<file path="config.mk">
export PLATFORM = sky130hd
export DESIGN_NAME = smc_core
export DESIGN_NICKNAME = d
export VERILOG_FILES = /design/src/smc_core.v
export VERILOG_INCLUDE_DIRS = /design/src
export SDC_FILE = /design/constraint.sdc
export NUM_CORES = 1
export LEC_CHECK = 0
export ABC_CLOCK_PERIOD_IN_PS = 4350
export BUFFER_PORTS_ARGS = -buffer_cell sky130_fd_sc_hd__buf_2
export CAP_MARGIN = 40
export CORE_MARGIN = 1.5
export CORE_UTILIZATION = 50
export DETAILED_ROUTE_END_ITERATION = 7
export PLACE_DENSITY = 0.69
export SLEW_MARGIN = 20
export SYNTH_ARGS = -nofsm -noshare
export SYNTH_HDL_FRONTEND = slang
export SYNTH_SLANG_ARGS = --single-unit
</file>
<file path="constraint.sdc">
create_clock -name i_core_clk -period 4.35 [get_ports i_core_clk]
set_clock_uncertainty 0.05 [all_clocks]
set_input_delay 0.435 -clock i_core_clk [delete_from_list [all_inputs] [get_ports i_core_clk]]
set_output_delay 0.435 -clock i_core_clk [all_outputs]
set_load 0.02 [all_outputs]
</file>
<file path="src/smc_map.vh">
// Register map, field layout and constants of the serial master shift engine
// Assumes a 32-bit Avalon-MM master and a 125 MHz core clock
// Function
// No sequential continuous control-word writes
// Next control word follows data LSB directly
// More FIFO pairs extend the transfer
// Handshake enable is protocol control bit 2
// Handshake waits for ready before continuing
// Slave shows busy then ready on receive
// Final start bit clears slave ready
// Control-word-only transfer uses one FIFO entry
// Second FIFO entry is always data; the code takes it as data only when the direction bit is one
// Control-word-only needs direction bit one
// No handshake: end one cycle after LSB
// Dual and quad only, four-bit lanes
// All clock polarity/phase modes in multi-lane
// Instruction, address, then data phases
// Instruction length 0, 4, 8 or 16
// Instruction one entry, address several entries
// Start only after instruction and address written
// Single-lane format ignores phase lane type
// Lane format only with frame format 00b
// Data follows until transmit FIFO empty
// Lane format 01 dual, 10 quad, 11 octal
// Control word length 1 to 16 bits
// Transmit data follows control word LSB
`ifndef SMC_MAP_VH
`define SMC_MAP_VH

// ------------------------------------------------------------
// Register byte offsets
// ------------------------------------------------------------
`define SMC_OFF_PRIMARY   6'h00
`define SMC_OFF_PROTO     6'h04
`define SMC_OFF_MULTI     6'h08
`define SMC_OFF_ENABLE    6'h0C
`define SMC_OFF_DIVIDER   6'h10
`define SMC_OFF_STATUS    6'h14
`define SMC_OFF_DATA      6'h18

// ------------------------------------------------------------
// Field positions
// ------------------------------------------------------------
`define SMC_FRF_MSB       5
`define SMC_FRF_LSB       4
`define SMC_CPHA_BIT      6
`define SMC_CPOL_BIT      7
`define SMC_TRANSFER_DIRECTION_FIELD_MSB      9
`define SMC_TRANSFER_DIRECTION_FIELD_LSB      8
`define SMC_CFS_MSB       15
`define SMC_CFS_LSB       12
`define SMC_DFS_MSB       20
`define SMC_DFS_LSB       16
`define SMC_LFMT_MSB      22
`define SMC_LFMT_LSB      21
`define SMC_SEQ_BIT       0
`define SMC_DIR_BIT       1
`define SMC_HS_BIT        2
`define SMC_TT_MSB        1
`define SMC_TT_LSB        0
`define SMC_ADDRN_MSB     5
`define SMC_ADDRN_LSB     2
`define SMC_INSTL_MSB     9
`define SMC_INSTL_LSB     8

// ------------------------------------------------------------
// Codes and reset values
// ------------------------------------------------------------
`define SMC_FRF_MOTO      2'h0
`define SMC_FRF_CWORD     2'h2
`define SMC_LF_STD        2'h0
`define SMC_LF_DUAL       2'h1
`define SMC_LF_QUAD       2'h2
`define SMC_LF_OCTAL      2'h3
`define SMC_TT_ALL_STD    2'h0
`define SMC_TT_ALL_WIDE   2'h2
`define SMC_RST_PRIMARY   32'h0007_0000
`define SMC_RST_DIVIDER   16'h0002
`define SMC_FIFO_DEPTH    8
`define SMC_FIFO_AW       3
`define SMC_WORD_BITS     6'h20

`endif

</file>
<file path="src/smc_core.v">
// Serial master shift engine: control-word protocol writes and dual/quad writes
// Assumes an Avalon-MM master on the core clock and a slave on the serial pins
`timescale 1ns/100ps
`include "smc_map.vh"

module smc_core (
  input  wire        i_core_clk,
  input  wire        i_sys_rst,
  input  wire        i_clk_en,
  input  wire [5:0]  i_address,
  input  wire        i_read,
  input  wire        i_write,
  input  wire [31:0] i_writedata,
  output reg  [31:0] o_readdata,
  output reg         o_waitrequest,
  input  wire [3:0]  i_rxd,
  output reg         o_sclk,
  output reg  [3:0]  o_txd,
  output reg  [3:0]  o_txd_oe,
  output reg         o_ss_n
);

  // ------------------------------------------------------------
  // States and phases
  // ------------------------------------------------------------
  localparam ST_IDLE  = 6'h01;
  localparam ST_SHIFT = 6'h02;
  localparam ST_BUSY  = 6'h04;
  localparam ST_READY = 6'h08;
  localparam ST_TAIL  = 6'h10;
  localparam ST_END   = 6'h20;

  localparam PH_CW    = 3'h0;
  localparam PH_DW    = 3'h1;
  localparam PH_INST  = 3'h2;
  localparam PH_ADDR  = 3'h3;
  localparam PH_DATA  = 3'h4;
  localparam PH_START = 3'h5;

  // ------------------------------------------------------------
  // Registers
  // ------------------------------------------------------------
  reg  [31:0] primary_control_reg;
  reg  [2:0]  ctrlword_protocol_control_reg;
  reg  [9:0]  multilane_control_reg;
  reg         enable;
  reg  [15:0] divider;
  reg         unsupported;

  reg  [31:0] fifo_mem [0:`SMC_FIFO_DEPTH-1];
  reg  [2:0]  wr_ptr;
  reg  [2:0]  rd_ptr;
  reg  [3:0]  fifo_count;

  reg  [3:0]  rx_s1;
  reg  [3:0]  rx_s2;
  reg  [3:0]  rx_s3;
  reg  [3:0]  rx_filt;

  reg  [5:0]  state;
  reg  [2:0]  phase;
  reg  [31:0] shreg;
  reg  [5:0]  bits_left;
  reg  [2:0]  lanes;
  reg  [3:0]  addr_left;
  reg  [15:0] half_cnt;
  reg         first_half;

  // ------------------------------------------------------------
  // Field decode
  // ------------------------------------------------------------
  wire [1:0]  frame_format_field      = primary_control_reg[`SMC_FRF_MSB:`SMC_FRF_LSB];
  wire [1:0]  lane_format_field       = primary_control_reg[`SMC_LFMT_MSB:`SMC_LFMT_LSB];
  wire [3:0]  control_word_length_field = primary_control_reg[`SMC_CFS_MSB:`SMC_CFS_LSB];
  wire [4:0]  wide_frame_size_field   = primary_control_reg[`SMC_DFS_MSB:`SMC_DFS_LSB];
  wire        sequential_transfer_bit = ctrlword_protocol_control_reg[`SMC_SEQ_BIT];
  wire        word_direction_bit      = ctrlword_protocol_control_reg[`SMC_DIR_BIT];
  // handshake enable bit
  wire        handshake_enable_bit    = ctrlword_protocol_control_reg[`SMC_HS_BIT];
  wire [1:0]  phase_lane_type_field   = multilane_control_reg[`SMC_TT_MSB:`SMC_TT_LSB];
  wire [3:0]  addr_entries            = multilane_control_reg[`SMC_ADDRN_MSB:`SMC_ADDRN_LSB];
  wire [1:0]  instruction_length_field = multilane_control_reg[`SMC_INSTL_MSB:`SMC_INSTL_LSB];

  wire        is_cword   = (frame_format_field == `SMC_FRF_CWORD);
  // lane format only in Motorola format
  wire        is_moto    = (frame_format_field == `SMC_FRF_MOTO);
  wire        is_multi   = is_moto && (lane_format_field != `SMC_LF_STD);
  wire        cpol       = is_moto & primary_control_reg[`SMC_CPOL_BIT];
  wire        cpha       = is_moto & primary_control_reg[`SMC_CPHA_BIT];

  // dual or quad lanes only
  wire [2:0]  fmt_lanes  = !is_multi ? 3'h1 : (lane_format_field == `SMC_LF_DUAL) ? 3'h2 : 3'h4;
  // phase type ignored in single-lane format
  wire [2:0]  inst_lanes = (phase_lane_type_field == `SMC_TT_ALL_WIDE) ? fmt_lanes : 3'h1;
  wire [2:0]  addr_lanes = (phase_lane_type_field != `SMC_TT_ALL_STD) ? fmt_lanes : 3'h1;
  // control word 1 to 16 bits
  wire [5:0]  cw_len     = {2'h0, control_word_length_field} + 6'h01;
  wire [5:0]  dw_len     = {1'b0, wide_frame_size_field} + 6'h01;
  // instruction 0, 4, 8 or 16 bits
  wire [5:0]  inst_len   = (instruction_length_field == 2'h0) ? 6'h00 :
                           (instruction_length_field == 2'h1) ? 6'h04 :
                           (instruction_length_field == 2'h2) ? 6'h08 : 6'h10;
  // instruction and address written first
  wire [4:0]  need_cnt   = !is_multi ? 5'h01 : {1'b0, addr_entries} + ((inst_len != 6'h00) ? 5'h01 : 5'h00);
  wire        have_hdr   = ({1'b0, fifo_count} >= need_cnt) && (fifo_count != 4'h0);

  wire        fifo_empty = (fifo_count == 4'h0);
  wire        fifo_full  = (fifo_count == `SMC_FIFO_DEPTH);
  wire [31:0] fifo_head  = fifo_mem[rd_ptr];
  wire        half_tick  = (state != ST_IDLE) && (half_cnt == divider);
  wire        bit_end    = half_tick && !first_half;
  wire        last_bits  = (bits_left <= {3'h0, lanes});

  // sequential write unsupported
  wire        seq_write  = is_cword && word_direction_bit && sequential_transfer_bit;
  wire        bad_mode   = seq_write || (is_moto && lane_format_field == `SMC_LF_OCTAL);

  wire        bus_req    = i_read || i_write;
  wire        data_wr    = i_write && (i_address == `SMC_OFF_DATA);
  wire        bus_take   = bus_req && !o_waitrequest;
  wire        push       = bus_take && data_wr;

  reg         pop;
  reg  [31:0] rd_mux;

  // ------------------------------------------------------------
  // Helpers
  // ------------------------------------------------------------
  function [3:0] lane_out;
    input [31:0] word;
    input [2:0]  nl;
    begin
      case (nl)
        3'h4:    lane_out = word[31:28];
        3'h2:    lane_out = {2'h0, word[31:30]};
        default: lane_out = {3'h0, word[31]};
      endcase
    end
  endfunction

  function [3:0] lane_en;
    input [2:0] nl;
    begin
      case (nl)
        3'h4:    lane_en = 4'hF;
        3'h2:    lane_en = 4'h3;
        default: lane_en = 4'h1;
      endcase
    end
  endfunction

  function [31:0] align;
    input [31:0] word;
    input [5:0]  len;
    begin
      align = word << (`SMC_WORD_BITS - len);
    end
  endfunction

  // ------------------------------------------------------------
  // Register read mux
  // ------------------------------------------------------------
  always @* begin
    case (i_address)
      `SMC_OFF_PRIMARY: rd_mux = primary_control_reg;
      `SMC_OFF_PROTO:   rd_mux = {29'h0000_0000, ctrlword_protocol_control_reg};
      `SMC_OFF_MULTI:   rd_mux = {22'h00_0000, multilane_control_reg};
      `SMC_OFF_ENABLE:  rd_mux = {31'h0000_0000, enable};
      `SMC_OFF_DIVIDER: rd_mux = {16'h0000, divider};
      `SMC_OFF_STATUS:  rd_mux = {20'h0_0000, rx_filt, fifo_count, unsupported, fifo_full,
                                  fifo_empty, (state != ST_IDLE)};
      default:          rd_mux = 32'h0000_0000;
    endcase
  end

  // ------------------------------------------------------------
  // Avalon slave and configuration
  // ------------------------------------------------------------
  always @(posedge i_core_clk) begin
    if (i_sys_rst) begin
      o_waitrequest                 <= 1'b1;
      o_readdata                    <= 32'h0000_0000;
      primary_control_reg           <= `SMC_RST_PRIMARY;
      ctrlword_protocol_control_reg <= 3'h0;
      multilane_control_reg         <= 10'h000;
      enable                        <= 1'b0;
      divider                       <= `SMC_RST_DIVIDER;
    end else if (i_clk_en) begin
      if (bus_take || !bus_req) begin
        o_waitrequest <= 1'b1;
      end else if (!(data_wr && fifo_full)) begin
        o_waitrequest <= 1'b0;
        o_readdata    <= i_read ? rd_mux : 32'h0000_0000;
      end
      if (bus_take && i_write) begin
        case (i_address)
          `SMC_OFF_PRIMARY: primary_control_reg <= i_writedata;
          `SMC_OFF_PROTO:   ctrlword_protocol_control_reg <= i_writedata[2:0];
          `SMC_OFF_MULTI:   multilane_control_reg <= i_writedata[9:0];
          `SMC_OFF_ENABLE:  enable <= i_writedata[0];
          `SMC_OFF_DIVIDER: divider <= (i_writedata[15:0] == 16'h0000) ? 16'h0001 : i_writedata[15:0];
          default: ;
        endcase
      end
    end
  end

  // ------------------------------------------------------------
  // Transmit FIFO
  // ------------------------------------------------------------
  always @(posedge i_core_clk) begin
    if (i_sys_rst) begin
      wr_ptr     <= 3'h0;
      rd_ptr     <= 3'h0;
      fifo_count <= 4'h0;
    end else if (i_clk_en) begin
      if (push) begin
        fifo_mem[wr_ptr] <= i_writedata;
        wr_ptr           <= wr_ptr + 3'h1;
      end
      if (pop) begin
        rd_ptr <= rd_ptr + 3'h1;
      end
      fifo_count <= fifo_count + (push ? 4'h1 : 4'h0) - (pop ? 4'h1 : 4'h0);
    end
  end

  // ------------------------------------------------------------
  // Receive line synchroniser
  // ------------------------------------------------------------
  always @(posedge i_core_clk) begin
    if (i_sys_rst) begin
      rx_s1   <= 4'h0;
      rx_s2   <= 4'h0;
      rx_s3   <= 4'h0;
      rx_filt <= 4'h0;
    end else if (i_clk_en) begin
      rx_s1 <= i_rxd;
      rx_s2 <= rx_s1;
      rx_s3 <= rx_s2;
      if (rx_s2 == rx_s3) begin
        rx_filt <= rx_s2;
      end
    end
  end

  // ------------------------------------------------------------
  // Shift sequencer
  // ------------------------------------------------------------
  always @(posedge i_core_clk) begin
    if (i_sys_rst) begin
      state       <= ST_IDLE;
      phase       <= PH_CW;
      shreg       <= 32'h0000_0000;
      bits_left   <= 6'h00;
      lanes       <= 3'h1;
      addr_left   <= 4'h0;
      half_cnt    <= 16'h0001;
      first_half  <= 1'b1;
      unsupported <= 1'b0;
      pop         <= 1'b0;
      o_sclk      <= 1'b0;
      o_txd       <= 4'h0;
      o_txd_oe    <= 4'h0;
      o_ss_n      <= 1'b1;
    end else if (i_clk_en) begin
      pop <= 1'b0;
      // Serial clock divider
      if (state != ST_IDLE) begin
        if (half_tick) begin
          half_cnt   <= 16'h0001;
          first_half <= ~first_half;
          // polarity and phase in Motorola format only, multi-lane included
          o_sclk     <= (state == ST_BUSY || state == ST_READY) ? o_sclk : cpol ^ cpha ^ first_half;
        end else begin
          half_cnt <= half_cnt + 16'h0001;
        end
      end
      if (bus_take && i_write && i_address == `SMC_OFF_STATUS && i_writedata[3]) begin
        unsupported <= 1'b0;
      end
      // refuse sequential write
      if (state == ST_IDLE && enable && bad_mode) begin
        unsupported <= 1'b1;
      end
      case (state)
        ST_IDLE: begin
          o_sclk <= cpol;
          if (enable && !bad_mode && !pop && have_hdr) begin
            state      <= ST_SHIFT;
            half_cnt   <= 16'h0001;
            first_half <= 1'b1;
            o_sclk     <= cpol ^ cpha;
            o_ss_n     <= 1'b0;
            pop        <= 1'b1;
            addr_left  <= addr_entries;
            if (is_cword) begin
              // first entry is the control word
              phase     <= PH_CW;
              shreg     <= align(fifo_head, cw_len);
              bits_left <= cw_len;
              lanes     <= 3'h1;
              o_txd     <= lane_out(align(fifo_head, cw_len), 3'h1);
              o_txd_oe  <= 4'h1;
            end else if (is_multi && inst_len != 6'h00) begin
              // instruction phase first
              // instruction is one entry
              phase     <= PH_INST;
              shreg     <= align(fifo_head, inst_len);
              bits_left <= inst_len;
              lanes     <= inst_lanes;
              o_txd     <= lane_out(align(fifo_head, inst_len), inst_lanes);
              o_txd_oe  <= lane_en(inst_lanes);
            end else if (is_multi && addr_entries != 4'h0) begin
              phase     <= PH_ADDR;
              addr_left <= addr_entries - 4'h1;
              shreg     <= align(fifo_head, dw_len);
              bits_left <= dw_len;
              lanes     <= addr_lanes;
              o_txd     <= lane_out(align(fifo_head, dw_len), addr_lanes);
              o_txd_oe  <= lane_en(addr_lanes);
            end else begin
              phase     <= PH_DATA;
              shreg     <= align(fifo_head, dw_len);
              bits_left <= dw_len;
              lanes     <= fmt_lanes;
              o_txd     <= lane_out(align(fifo_head, dw_len), fmt_lanes);
              o_txd_oe  <= lane_en(fmt_lanes);
            end
          end
        end
        ST_SHIFT: begin
          if (bit_end && !last_bits) begin
            shreg     <= shreg << lanes;
            bits_left <= bits_left - {3'h0, lanes};
            o_txd     <= lane_out(shreg << lanes, lanes);
          end else if (bit_end) begin
            case (phase)
              PH_CW: begin
                // data follows control word LSB
                // second entry taken as data
                if (word_direction_bit && !fifo_empty && !pop) begin
                  phase     <= PH_DW;
                  pop       <= 1'b1;
                  shreg     <= align(fifo_head, dw_len);
                  bits_left <= dw_len;
                  o_txd     <= lane_out(align(fifo_head, dw_len), 3'h1);
                end else if (handshake_enable_bit) begin
                  state <= ST_BUSY;
                  o_txd <= 4'h0;
                end else begin
                  // one more serial cycle, then end
                  state <= ST_TAIL;
                  o_txd <= 4'h0;
                end
              end
              PH_DW: begin
                if (handshake_enable_bit) begin
                  // wait for slave ready
                  state <= ST_BUSY;
                  o_txd <= 4'h0;
                end else if (!fifo_empty && !pop) begin
                  // next control word without gap
                  // further pairs continue transfer
                  phase     <= PH_CW;
                  pop       <= 1'b1;
                  shreg     <= align(fifo_head, cw_len);
                  bits_left <= cw_len;
                  o_txd     <= lane_out(align(fifo_head, cw_len), 3'h1);
                end else begin
                  state <= ST_END;
                end
              end
              PH_START: begin
                state <= ST_END;
              end
              default: begin
                if (phase != PH_DATA && addr_left != 4'h0 && !fifo_empty && !pop) begin
                  // address after instruction
                  phase     <= PH_ADDR;
                  pop       <= 1'b1;
                  addr_left <= addr_left - 4'h1;
                  shreg     <= align(fifo_head, dw_len);
                  bits_left <= dw_len;
                  lanes     <= addr_lanes;
                  o_txd     <= lane_out(align(fifo_head, dw_len), addr_lanes);
                  o_txd_oe  <= lane_en(addr_lanes);
                end else if (!fifo_empty && !pop) begin
                  // data until FIFO empty
                  phase     <= PH_DATA;
                  pop       <= 1'b1;
                  shreg     <= align(fifo_head, dw_len);
                  bits_left <= dw_len;
                  lanes     <= fmt_lanes;
                  o_txd     <= lane_out(align(fifo_head, dw_len), fmt_lanes);
                  o_txd_oe  <= lane_en(fmt_lanes);
                end else begin
                  state <= ST_END;
                end
              end
            endcase
          end
        end
        ST_BUSY: begin
          // busy seen on receive line
          if (bit_end && !rx_filt[0]) begin
            state <= ST_READY;
          end
        end
        ST_READY: begin
          if (bit_end && rx_filt[0]) begin
            state <= ST_SHIFT;
            if (!fifo_empty && !pop) begin
              // next control word after ready
              phase     <= PH_CW;
              pop       <= 1'b1;
              shreg     <= align(fifo_head, cw_len);
              bits_left <= cw_len;
              o_txd     <= lane_out(align(fifo_head, cw_len), 3'h1);
            end else begin
              // start bit clears ready
              phase     <= PH_START;
              shreg     <= 32'h8000_0000;
              bits_left <= 6'h01;
              o_txd     <= 4'h1;
            end
          end
        end
        ST_TAIL: begin
          if (bit_end) begin
            state <= ST_END;
          end
        end
        ST_END: begin
          state    <= ST_IDLE;
          o_ss_n   <= 1'b1;
          o_sclk   <= cpol;
          o_txd    <= 4'h0;
          o_txd_oe <= 4'h0;
          lanes    <= 3'h1;
        end
        default: begin
          state <= ST_IDLE;
        end
      endcase
    end
  end

endmodule

</file>
# After elaboration in Yosys (flattened, before gate mapping)
# Memory sizes are Yosys's and may differ from the RTL's. A register that Yosys moved wholly into a read port is not among the register bits.
# Index checks and enable logic that the tools add are counted.
[classes] n_addsub=14 magnitude_cmp=2 eq_ne=59 n_shift=4 n_mux=156 bitwise_logic=7 n_reduce_logical=82
[op_table] op="32-bit 2-to-1 mux" n=13
[op_table] op="32-bit case mux with 3 select lines" n=2
[op_table] op="32-bit case mux with 6 select lines" n=1
[op_table] op="6-bit 2-to-1 mux" n=21
[op_table] op="4-bit 2-to-1 mux" n=28
[op_table] op="32-bit by 6-bit << shifter with 32-bit output" n=3
[op_table] op="3-bit 2-to-1 mux" n=28
[op_table] op="16-bit 2-to-1 mux" n=5
[op_table] op="4-bit case mux with 2 select lines" n=8
[op_table] op="6-bit case mux with 3 select lines" n=3
[op_table] op="32-bit by 3-bit << shifter with 32-bit output" n=1
[op_table] op="1-bit logical AND" n=30
[op_table] op="1-bit 2-to-1 mux" n=30
[op_table] op="5-bit 2-to-1 mux" n=6
[op_table] op="6-bit case mux with 5 select lines" n=1
[op_table] op="3-bit case mux with 3 select lines" n=3
[op_table] op="6-bit by 5-bit == test with 1-bit output, second input constant" n=4
[op_table] op="3-bit != test, second input constant" n=8
[op_table] op="4-bit case mux with 3 select lines" n=2
[op_table] op="3-bit AND reduction" n=7
[op_table] op="6-bit by 4-bit == test with 1-bit output, second input constant" n=3
[op_table] op="16-bit by 1-bit adder with 16-bit output, second input constant" n=1
[op_table] op="16-bit == test" n=1
[op_table] op="16-bit zero test" n=1
[op_table] op="other kinds (54)" n=114
[totals] ff_bits=204 ramBits=256 elab_cells=353 n_memories=1
[memory_table] name="fifo_mem" words=8 word_bits=32 read_ports=1 rd_ports_with_merged_regs=1 write_ports=1 line_no="smc_core.v:50" source="reg [31:0] fifo_mem [0:`SMC_FIFO_DEPTH-1];"

# Longest topological paths before layout
# Gate-level depths: netlist of the first run.
[logic_depth] depth_word=13 ltp_mapped=18 depth_no_buf=16

# Worst setup path after synthesis of the first run
# OpenSTA, ideal clock, no wires.
[synth_path] kind="input -> register" start="in i_clk_en" end="mem fifo_mem[0][0] (enable)" setup_time_ps=461 arrival_ps=3810 required_time_ps=3839 setup_slack_ps=29 cell_stages=6 path_cell_list="clkbuf_1 > and2_1 > clkbuf_1 > nand2_1 > or3_1 > nor3_1"
[synth_via] elab_chain_cells=3
[synth_lines] item="start, declared" line_no="smc_core.v:9" source="input wire i_clk_en,"
[synth_lines] item="1-bit 2-to-1 mux" line_no="smc_core.v:216" source="end else if (i_clk_en) begin"
[synth_lines] item="1-bit 2-to-1 mux" line_no="smc_core.v:212" source="if (i_sys_rst) begin"
[synth_lines] item="1-bit 2-to-1 mux (not written as such)" line_no="smc_core.v:218" source="fifo_mem[wr_ptr] <= i_writedata;"
[synth_lines] item="end, declared" line_no="smc_core.v:50"
# No other way between the ends.

# Worst setup path after layout of the first run
[layout_path] start="reg multilane_control_reg[8]" end="reg state[0]"
[layout_via] elab_chain_cells=13 word_cells_on_any_way=15 classes_between="add/sub: 1; order compare: 1; eq/ne: 3; mux: 5; reduce/logical: 5"
[layout_lines] item="start, declared" line_no="smc_core.v:45" source="reg [9:0] multilane_control_reg;"
[layout_lines] item="start signal, assigned" line_no="smc_core.v:199" source="`SMC_OFF_MULTI: multilane_control_reg <= i_writedata[9:0];"
[layout_lines] item="2-bit == test" line_no="smc_core.v:102" source="(instruction_length_field == 2'h2) ? 6'h08 : 6'h10;"
[layout_lines] item="5-bit 2-to-1 mux" line_no="smc_core.v:102"
[layout_lines] item="5-bit 2-to-1 mux" line_no="smc_core.v:101" source="(instruction_length_field == 2'h1) ? 6'h04 :"
[layout_lines] item="5-bit 2-to-1 mux *" line_no="smc_core.v:100" source="wire [5:0] inst_len = (instruction_length_field == 2'h0) ? 6'h00 :"
[layout_lines] item="6-bit nonzero test *" line_no="smc_core.v:104" source="wire [4:0] need_cnt = !is_multi ? 5'h01 : {1'b0, addr_entries} + ((inst_len != 6'h00) ? 5'h01 : 5'h00);"
[layout_lines] item="1-bit 2-to-1 mux *" line_no="smc_core.v:104"
[layout_lines] item="4-bit by 1-bit adder with 5-bit output *" line_no="smc_core.v:104"
[layout_lines] item="5-bit 2-to-1 mux *" line_no="smc_core.v:104"
[layout_lines] item="4-bit by 5-bit >= comparator with 1-bit output *" line_no="smc_core.v:105" source="wire have_hdr = ({1'b0, fifo_count} >= need_cnt) && (fifo_count != 4'h0);"
[layout_lines] item="1-bit logical AND *" line_no="smc_core.v:105"
[layout_lines] item="1-bit logical AND *" line_no="smc_core.v:289" source="if (enable && !bad_mode && !pop && have_hdr) begin"
[layout_lines] item="2-bit by 1-bit != test with 1-bit output (no source line) *"
[layout_lines] item="9-bit AND reduction (no source line) *"
[layout_lines] item="end signal, assigned" line_no="smc_core.v:290" source="state <= ST_SHIFT;"
[layout_lines] item="end signal, assigned" line_no="smc_core.v:349" source="state <= ST_BUSY;"
[layout_lines] item="end signal, assigned" line_no="smc_core.v:353" source="state <= ST_TAIL;"
[layout_lines] item="end, declared" line_no="smc_core.v:60" source="reg [5:0] state;"
# Every way passes the cells marked *; elsewhere a longest branch is shown, timed or not.
# A chain may end at the register's enable or synchronous reset.

==> results.yml, run 1 <==
layout:
  n_antenna_cell: 0
  layout_commonest_cell: "nand2_1"
  most-common-layout-cells: "nand2_1 (312), nor2_1 (280), edfxtp_1 (256), a21oi_1 (211), dfxtp_1 (200)"
  layout.nets: 2829
  largest-register: "fifo_mem"
  syn_to_final_growth_pct: 13.3
  largest_register_ffs: 256
  drive_gt1_share_pct: 16.9
  final_util_pct: 57.2
power_and_ir_drop:
  p_per_area_mw_per_mm2: 400
  p_leak_uw: 0.0104
  vdd_drop_max_mv: 0.354
synth:
  ys_warn_count: 0
  ys_ff_latch: 462
  synth_area_leaders: "edfxtp_1 (29%), dfxtp_1 (16%), mux4_2 (7.8%), mux2i_1 (6.4%), nand2_1 (4.4%)"
  syn_area_per_cell_um2: 9.84
  netlist.area_leader.share_pct: 29.0
  synth_cell_type_count: 90
  synth_nets: 2773
  synthCells: 2697
  ys_async_sr_fraction_pct: 0
  synth_area_leader_cell: "edfxtp_1"
  synth-edff-count: 256
  ys_seq_area_share_pct: 44.5
  ys_dominant_reg_cell: "edfxtp_1"
  synth_area_mm2: 0.0265
clock_tree:
  clk_latency_ns: 0.63
  htree_levels: 2
  numCtsBuffers: 50
  cts_sinks: 462
  cts_tree: "built"
  clk_pin_slew_ns: 0.06
  clock-root-buffer: "clkbuf_16"
  clk_path_buf_depth: 3
timing:
  finalSetupViolations: 0
  fin_crit_sh_pct: 92.6
  grt_setup_unrepaired: "no"
  maxSlewHeadroom_pct: 43.8
  final.setup.tns_ns: 0
  tightest_slew_ns: 0.842
  fmax_ghz: 0.248
  maxSlewViolCount: 0
  period_needed_ns: 4.03
  hold_viol: 0
global_routing:
  grt_pass1_wl_um: 138000
  grt_usage_pct: 33.7
  grt_max_degree: 83
  antenna_found_initial: 4
  grt_pass1_vias: 21500
  grt_overflow_total: 0
worst_setup_path:
  cp_cell_sequence: "inv_1, ha_1, inv_1, ha_1, ha_1, xor2_1, nand2_1, ha_1, a21o_1, a21oi_1, nor2_1, o21ai_2, or3_1, nor2_1, nor2b_1, a311o_1"
  critPathCaptureType: "flip-flop"
  crit_fanout: 9
  start_kind: "flip-flop"
  path_delay_family: "simple AND/OR/NAND/NOR gates"
  cp_common_cell: "ha_1"
  slowest_stage: "nor2_1"
  worstPathArrival_ns: 4.47
  path_class: "flip-flop to flip-flop"
  slowest_delay_ns: 0.54
  cp.required_ns: 4.79
  cp_num_buf_inv: 2
route:
  firstDrtPassIters: 6
  drc: 0
  drt_iter0_markers: 2813
  routed_wl_um: 93600
  wire_per_inst_um: 26.9
  antenna_left: 0
  vias: 23300
  routed_via_density: 6.68
placed_design:
  place_hpwl_um: 66600
  io_buffers: 89
  gp_congestion: 1.03
die:
  initial_core_util_pct: 50.5
  core.rowCount: 84
  boundaryPins: 90
  die_h_um: 233
  die-area_mm2: 0.0544
  die_x_um: 233
  coreArea_mm2: 0.0526
status:
  status: "finished, final reports clean"
min_path:
  hold_path.class: "primary input to flip-flop"
flow_run:
  maxCapViolations: 0
[tightest hold or removal path, cell delays in order]
cell and delay (ns):
buf_2 0.08, mux2i_1 0.05, nor2_1 0.08
[timing repair]
action                                  4_1_cts  5_1_grt
hold buffers                                  3        0
buffers inserted                              0        2
endpoints found under the setup margin        0        4
endpoints found under the hold margin         3        0
resized for setup                             0        3
[per-layer routing]
metal	up-vias	GRT usage [%]	part of all wire, %
met4	6	14.3	4.7
met5	-	0	0.040
li1	10300	-	-
met2	1314	50.1	44
met3	263	6.71	9.6
met1	11400	47.9	42
[path summary, 6_finish.rpt]
check	startpoint	end	slack, ns	depth (start not counted)
setup reg to reg	multilane_control_reg[8]	state[0]	0.32	16
hold reg to reg	primary_control_reg[23]	primary_control_reg[23]	0.41	2
setup / recovery	multilane_control_reg[8]	state[0]	0.32	16
hold / removal	i_rxd[3]	rx_s1[3]	0.02	3
[logic make-up after synthesis]
| kind of cell | share of synthesized area, % |
|---|---|
| xor gates and xnor gates | 1.35 |
| DFF | 44.5 |
| AOI/OAI and AO/OA | 18.3 |
| buffers and inverters | 3.93 |
| and+or+nand+nor | 14.8 |
| adders and majority gates | 1.42 |
| muxes | 15.6 |
[cell type report]
cell class / count / area, µm²
inverter: 40 / 150
clock buffer: 65 / 1380
fill: 4537 / 22500
timing repair buffer: 217 / 1600
clock inverter: 28 / 453
multi-input combinational: 1982 / 13800
sequential: 462 / 11800
tap: 688 / 861
[synthesized netlist by cell type (all sizes together) (25+ instances only)]
library cell	number
nand3	54
a211oi	55
clkbuf	169
a21oi	212
dfxtp	206
inv	38
nand2	312
mux2i	171
and3	32
and2	25
a22oi	76
nor2	288
buf	44
o21ai	137
edfxtp	256
ha	27
a31oi	26
xor2	29
o22ai	33
mux2	32
nor3	44
mux4	92
[where the power goes]
part	leakage, µW	switching [µW]	internal (µW)
Clock	0.000880	1900	2810
Combinational	0.00558	1420	866
Sequential	0.00397	229	4800
[stage by stage]
stage	total power [µW]	setup slack (ns)	instance area [µm²]	hold WS, ns	instances
detailed placement	7260	0.266	28100	0.400	3380
CTS	11900	0.270	29900	0.00894	3476
floorplan	6540	0.0294	26500	0.382	2697
global placement	7220	0.364	28100	0.393	3379
finish	12000	0.323	30100	0.0199	3482
global route	12400	0.0355	30100	0.0282	3482
No activity file was read; power rests on OpenSTA's default activity.
==> run 2: changes to the inputs <==
--- a/config.mk
+++ b/config.mk
@@ -9,11 +9,13 @@
 export ABC_CLOCK_PERIOD_IN_PS = 4350
 export BUFFER_PORTS_ARGS = -buffer_cell sky130_fd_sc_hd__buf_2
 export CAP_MARGIN = 40
+export CELL_PAD_IN_SITES_DETAIL_PLACEMENT = 0
+export CELL_PAD_IN_SITES_GLOBAL_PLACEMENT = 2
 export CORE_MARGIN = 1.5
-export CORE_UTILIZATION = 50
+export CORE_UTILIZATION = 37
 export DETAILED_ROUTE_END_ITERATION = 7
-export PLACE_DENSITY = 0.69
-export SLEW_MARGIN = 20
+export PLACE_DENSITY_LB_ADDON = 0.1
+export SLEW_MARGIN = 5
 export SYNTH_ARGS = -nofsm -noshare
 export SYNTH_HDL_FRONTEND = slang
 export SYNTH_SLANG_ARGS = --single-unit
==> run 2 against run 1 <==
  * Cell count increased by 7.5%
  * Largest cell class unchanged
  * Sequential cell count stayed put
  * Via count decreased by 1.8%
  * Highest routed layer unchanged
  * Non-clock buffer count increased by 5
  * Clock-buffer cell count shrank 2
  * Combinational power shrank 2%
==> results.yml, run 2 (synthesis results as in run 1) <==
status:
  status: "finished, final reports clean"
placed_design:
  io_buffers: 89
  post-place-ws_ns: 0.317
  dpl.cell_count: 3642
  gp_congestion: 0.964
  place_hpwl_um: 74700
timing:
  maxSlewViolCount: 0
  fmax_ghz: 0.239
  maxSlewHeadroom_pct: 25.2
  final.setup.tns_ns: 0
  finalSetupViolations: 0
  tightest_slew_ns: 1.12
  setup_ws_ns: 0.164
  fin_crit_sh_pct: 96.2
  period_needed_ns: 4.19
  hold_viol: 0
  grt_setup_unrepaired: "no"
worst_setup_path:
  slowest_delay_ns: 0.69
  cp_num_buf_inv: 3
  path_delay_family: "compound AO/OA/AOI/OAI gates"
  cp.required_ns: 4.77
  critPathCaptureType: "flip-flop"
  cp_cell_sequence: "buf_4, and2_0, buf_4, a22o_1, nor2_1, nand2_1, mux4_2, o22ai_1, a21oi_1, a211oi_1, buf_4, o21ai_0, a211oi_1"
  start_kind: "flip-flop"
  path_class: "flip-flop to flip-flop"
  cp_common_cell: "buf_4"
  crit_fanout: 15
  slowest_stage: "nor2_1"
  worstPathArrival_ns: 4.60
global_routing:
  grt_pass1_wl_um: 151000
  grt_pass1_vias: 22200
  antenna_found_initial: 3
  grt_usage_pct: 27.6
  grt_max_degree: 178
  grt_overflow_total: 0
route:
  vias: 22800
  routed_wl_um: 103000
  firstDrtPassIters: 7
  routed_via_density: 6.10
  drc: 0
  drt_iter0_markers: 2345
  antenna_left: 0
  wire_per_inst_um: 27.4
flow_run:
  maxCapViolations: 0
die:
  die_h_um: 271
  initial_core_util_pct: 37.6
  die_x_um: 271
  coreArea_mm2: 0.0705
  die-area_mm2: 0.0733
  boundaryPins: 90
  core.rowCount: 97
power_and_ir_drop:
  vdd_drop_max_mv: 0.317
  p_leak_uw: 0.0104
  p_per_area_mw_per_mm2: 392
  power_uw: 11900
layout:
  largest-register: "fifo_mem"
  syn_to_final_growth_pct: 14.2
  layout.nets: 2838
  layout_commonest_cell: "nand2_1"
  most-common-layout-cells: "nand2_1 (312), nor2_1 (279), edfxtp_1 (256), a21oi_1 (211), dfxtp_1 (198)"
  largest_register_ffs: 256
  drive_gt1_share_pct: 17.0
  stdcell_count: 3743
clock_tree:
  htree_levels: 2
  clk_pin_slew_ns: 0.06
  clk_path_buf_depth: 3
  clk_latency_ns: 0.65
  cts_tree: "built"
  numCtsBuffers: 54
  clock-root-buffer: "clkbuf_16"
  cts_sinks: 462
min_path:
  hold_path.class: "primary input to flip-flop"
==> run 2: cell types whose count changed in the layout (fill, tap and decap cells not counted), moves of 2 or more <==
cell,before,now
buf_12,9,7
inv_6,3,1
bufinv_16,9,6
clkinv_1,4,12
clkbuf_16,51,54
dfxtp_1,200,198
clkbuf_8,5,2
clkinv_4,4,2
dfxtp_2,5,7
buf_4,110,120
clkinv_2,4,8
clkbuf_1,9,7
==> run 2: through the flow <==
stage	utilization [%]	area (µm²)	hold slack [ns]
6_report	43.0	30300	0.0365
2_1_floorplan	-	26500	0.382
3_5_place_dp	40.3	28400	0.399
5_1_grt	43.0	30300	0.0243
4_1_cts	42.9	30300	0.00517
3_3_place_gp	40.3	28400	0.392
==> run 2: power by group <==
part	switching [µW]	leakage, µW	total, µW	internal [µW]
Clock	1910	0.000867	4590	2680
Combinational	1410	0.00558	2250	835
Sequential	239	0.00397	5040	4800
Total	3560	0.0104	11900	8320
==> run 2: worst paths after layout <==
path,start,to,slack [ns],cells past startpoint
max reg2reg,flip-flop,shreg[22],0.16,13
min,i_writedata[28],fifo_mem[2][28],0.04,1
max,flip-flop,shreg[22],0.16,13
min reg2reg,primary_control_reg[8],primary_control_reg[8],0.41,2
==> run 2: what timing repair did <==
action                                  4_1_cts  5_1_grt
resized for setup                             0        2
hold endpoints to repair                      4        0
hold buffers                                  4        0
setup buffers                                 0        0
endpoints found under the setup margin        0        7
==> run 2: routing by layer <==
layer	up-vias	wire, µm	global-route usage, %
li1	10300	-	-
met1	11500	45400	38.0
met2	891	47000	43.9
met3	168	6420	4.18
met4	6	3850	9.95
met5	-	42	0
==> run 2: worst register-to-register path, stage by stage, from the launching register on <==
cell and delay (ns):
dfxtp_1 0.35, buf_4 0.22, and2_0 0.16, buf_4 0.19, a22o_1 0.30, nor2_1 0.70
nand2_1 0.18, mux4_2 0.60, o22ai_1 0.22, a21oi_1 0.16, a211oi_1 0.41, buf_4 0.18
o21ai_0 0.08, a211oi_1 0.21
==> run 2: layout make-up <==
class	instances	area (µm²)
Tap cell	940	1180
Antenna cell	1	2.50
Clock inverter	33	397
Multi-Input combinational cell	1982	13800
Fill cell	6850	40200
Clock buffer	63	1410
Inverter	40	150
Sequential cell	462	11800
Timing Repair Buffer	222	1560
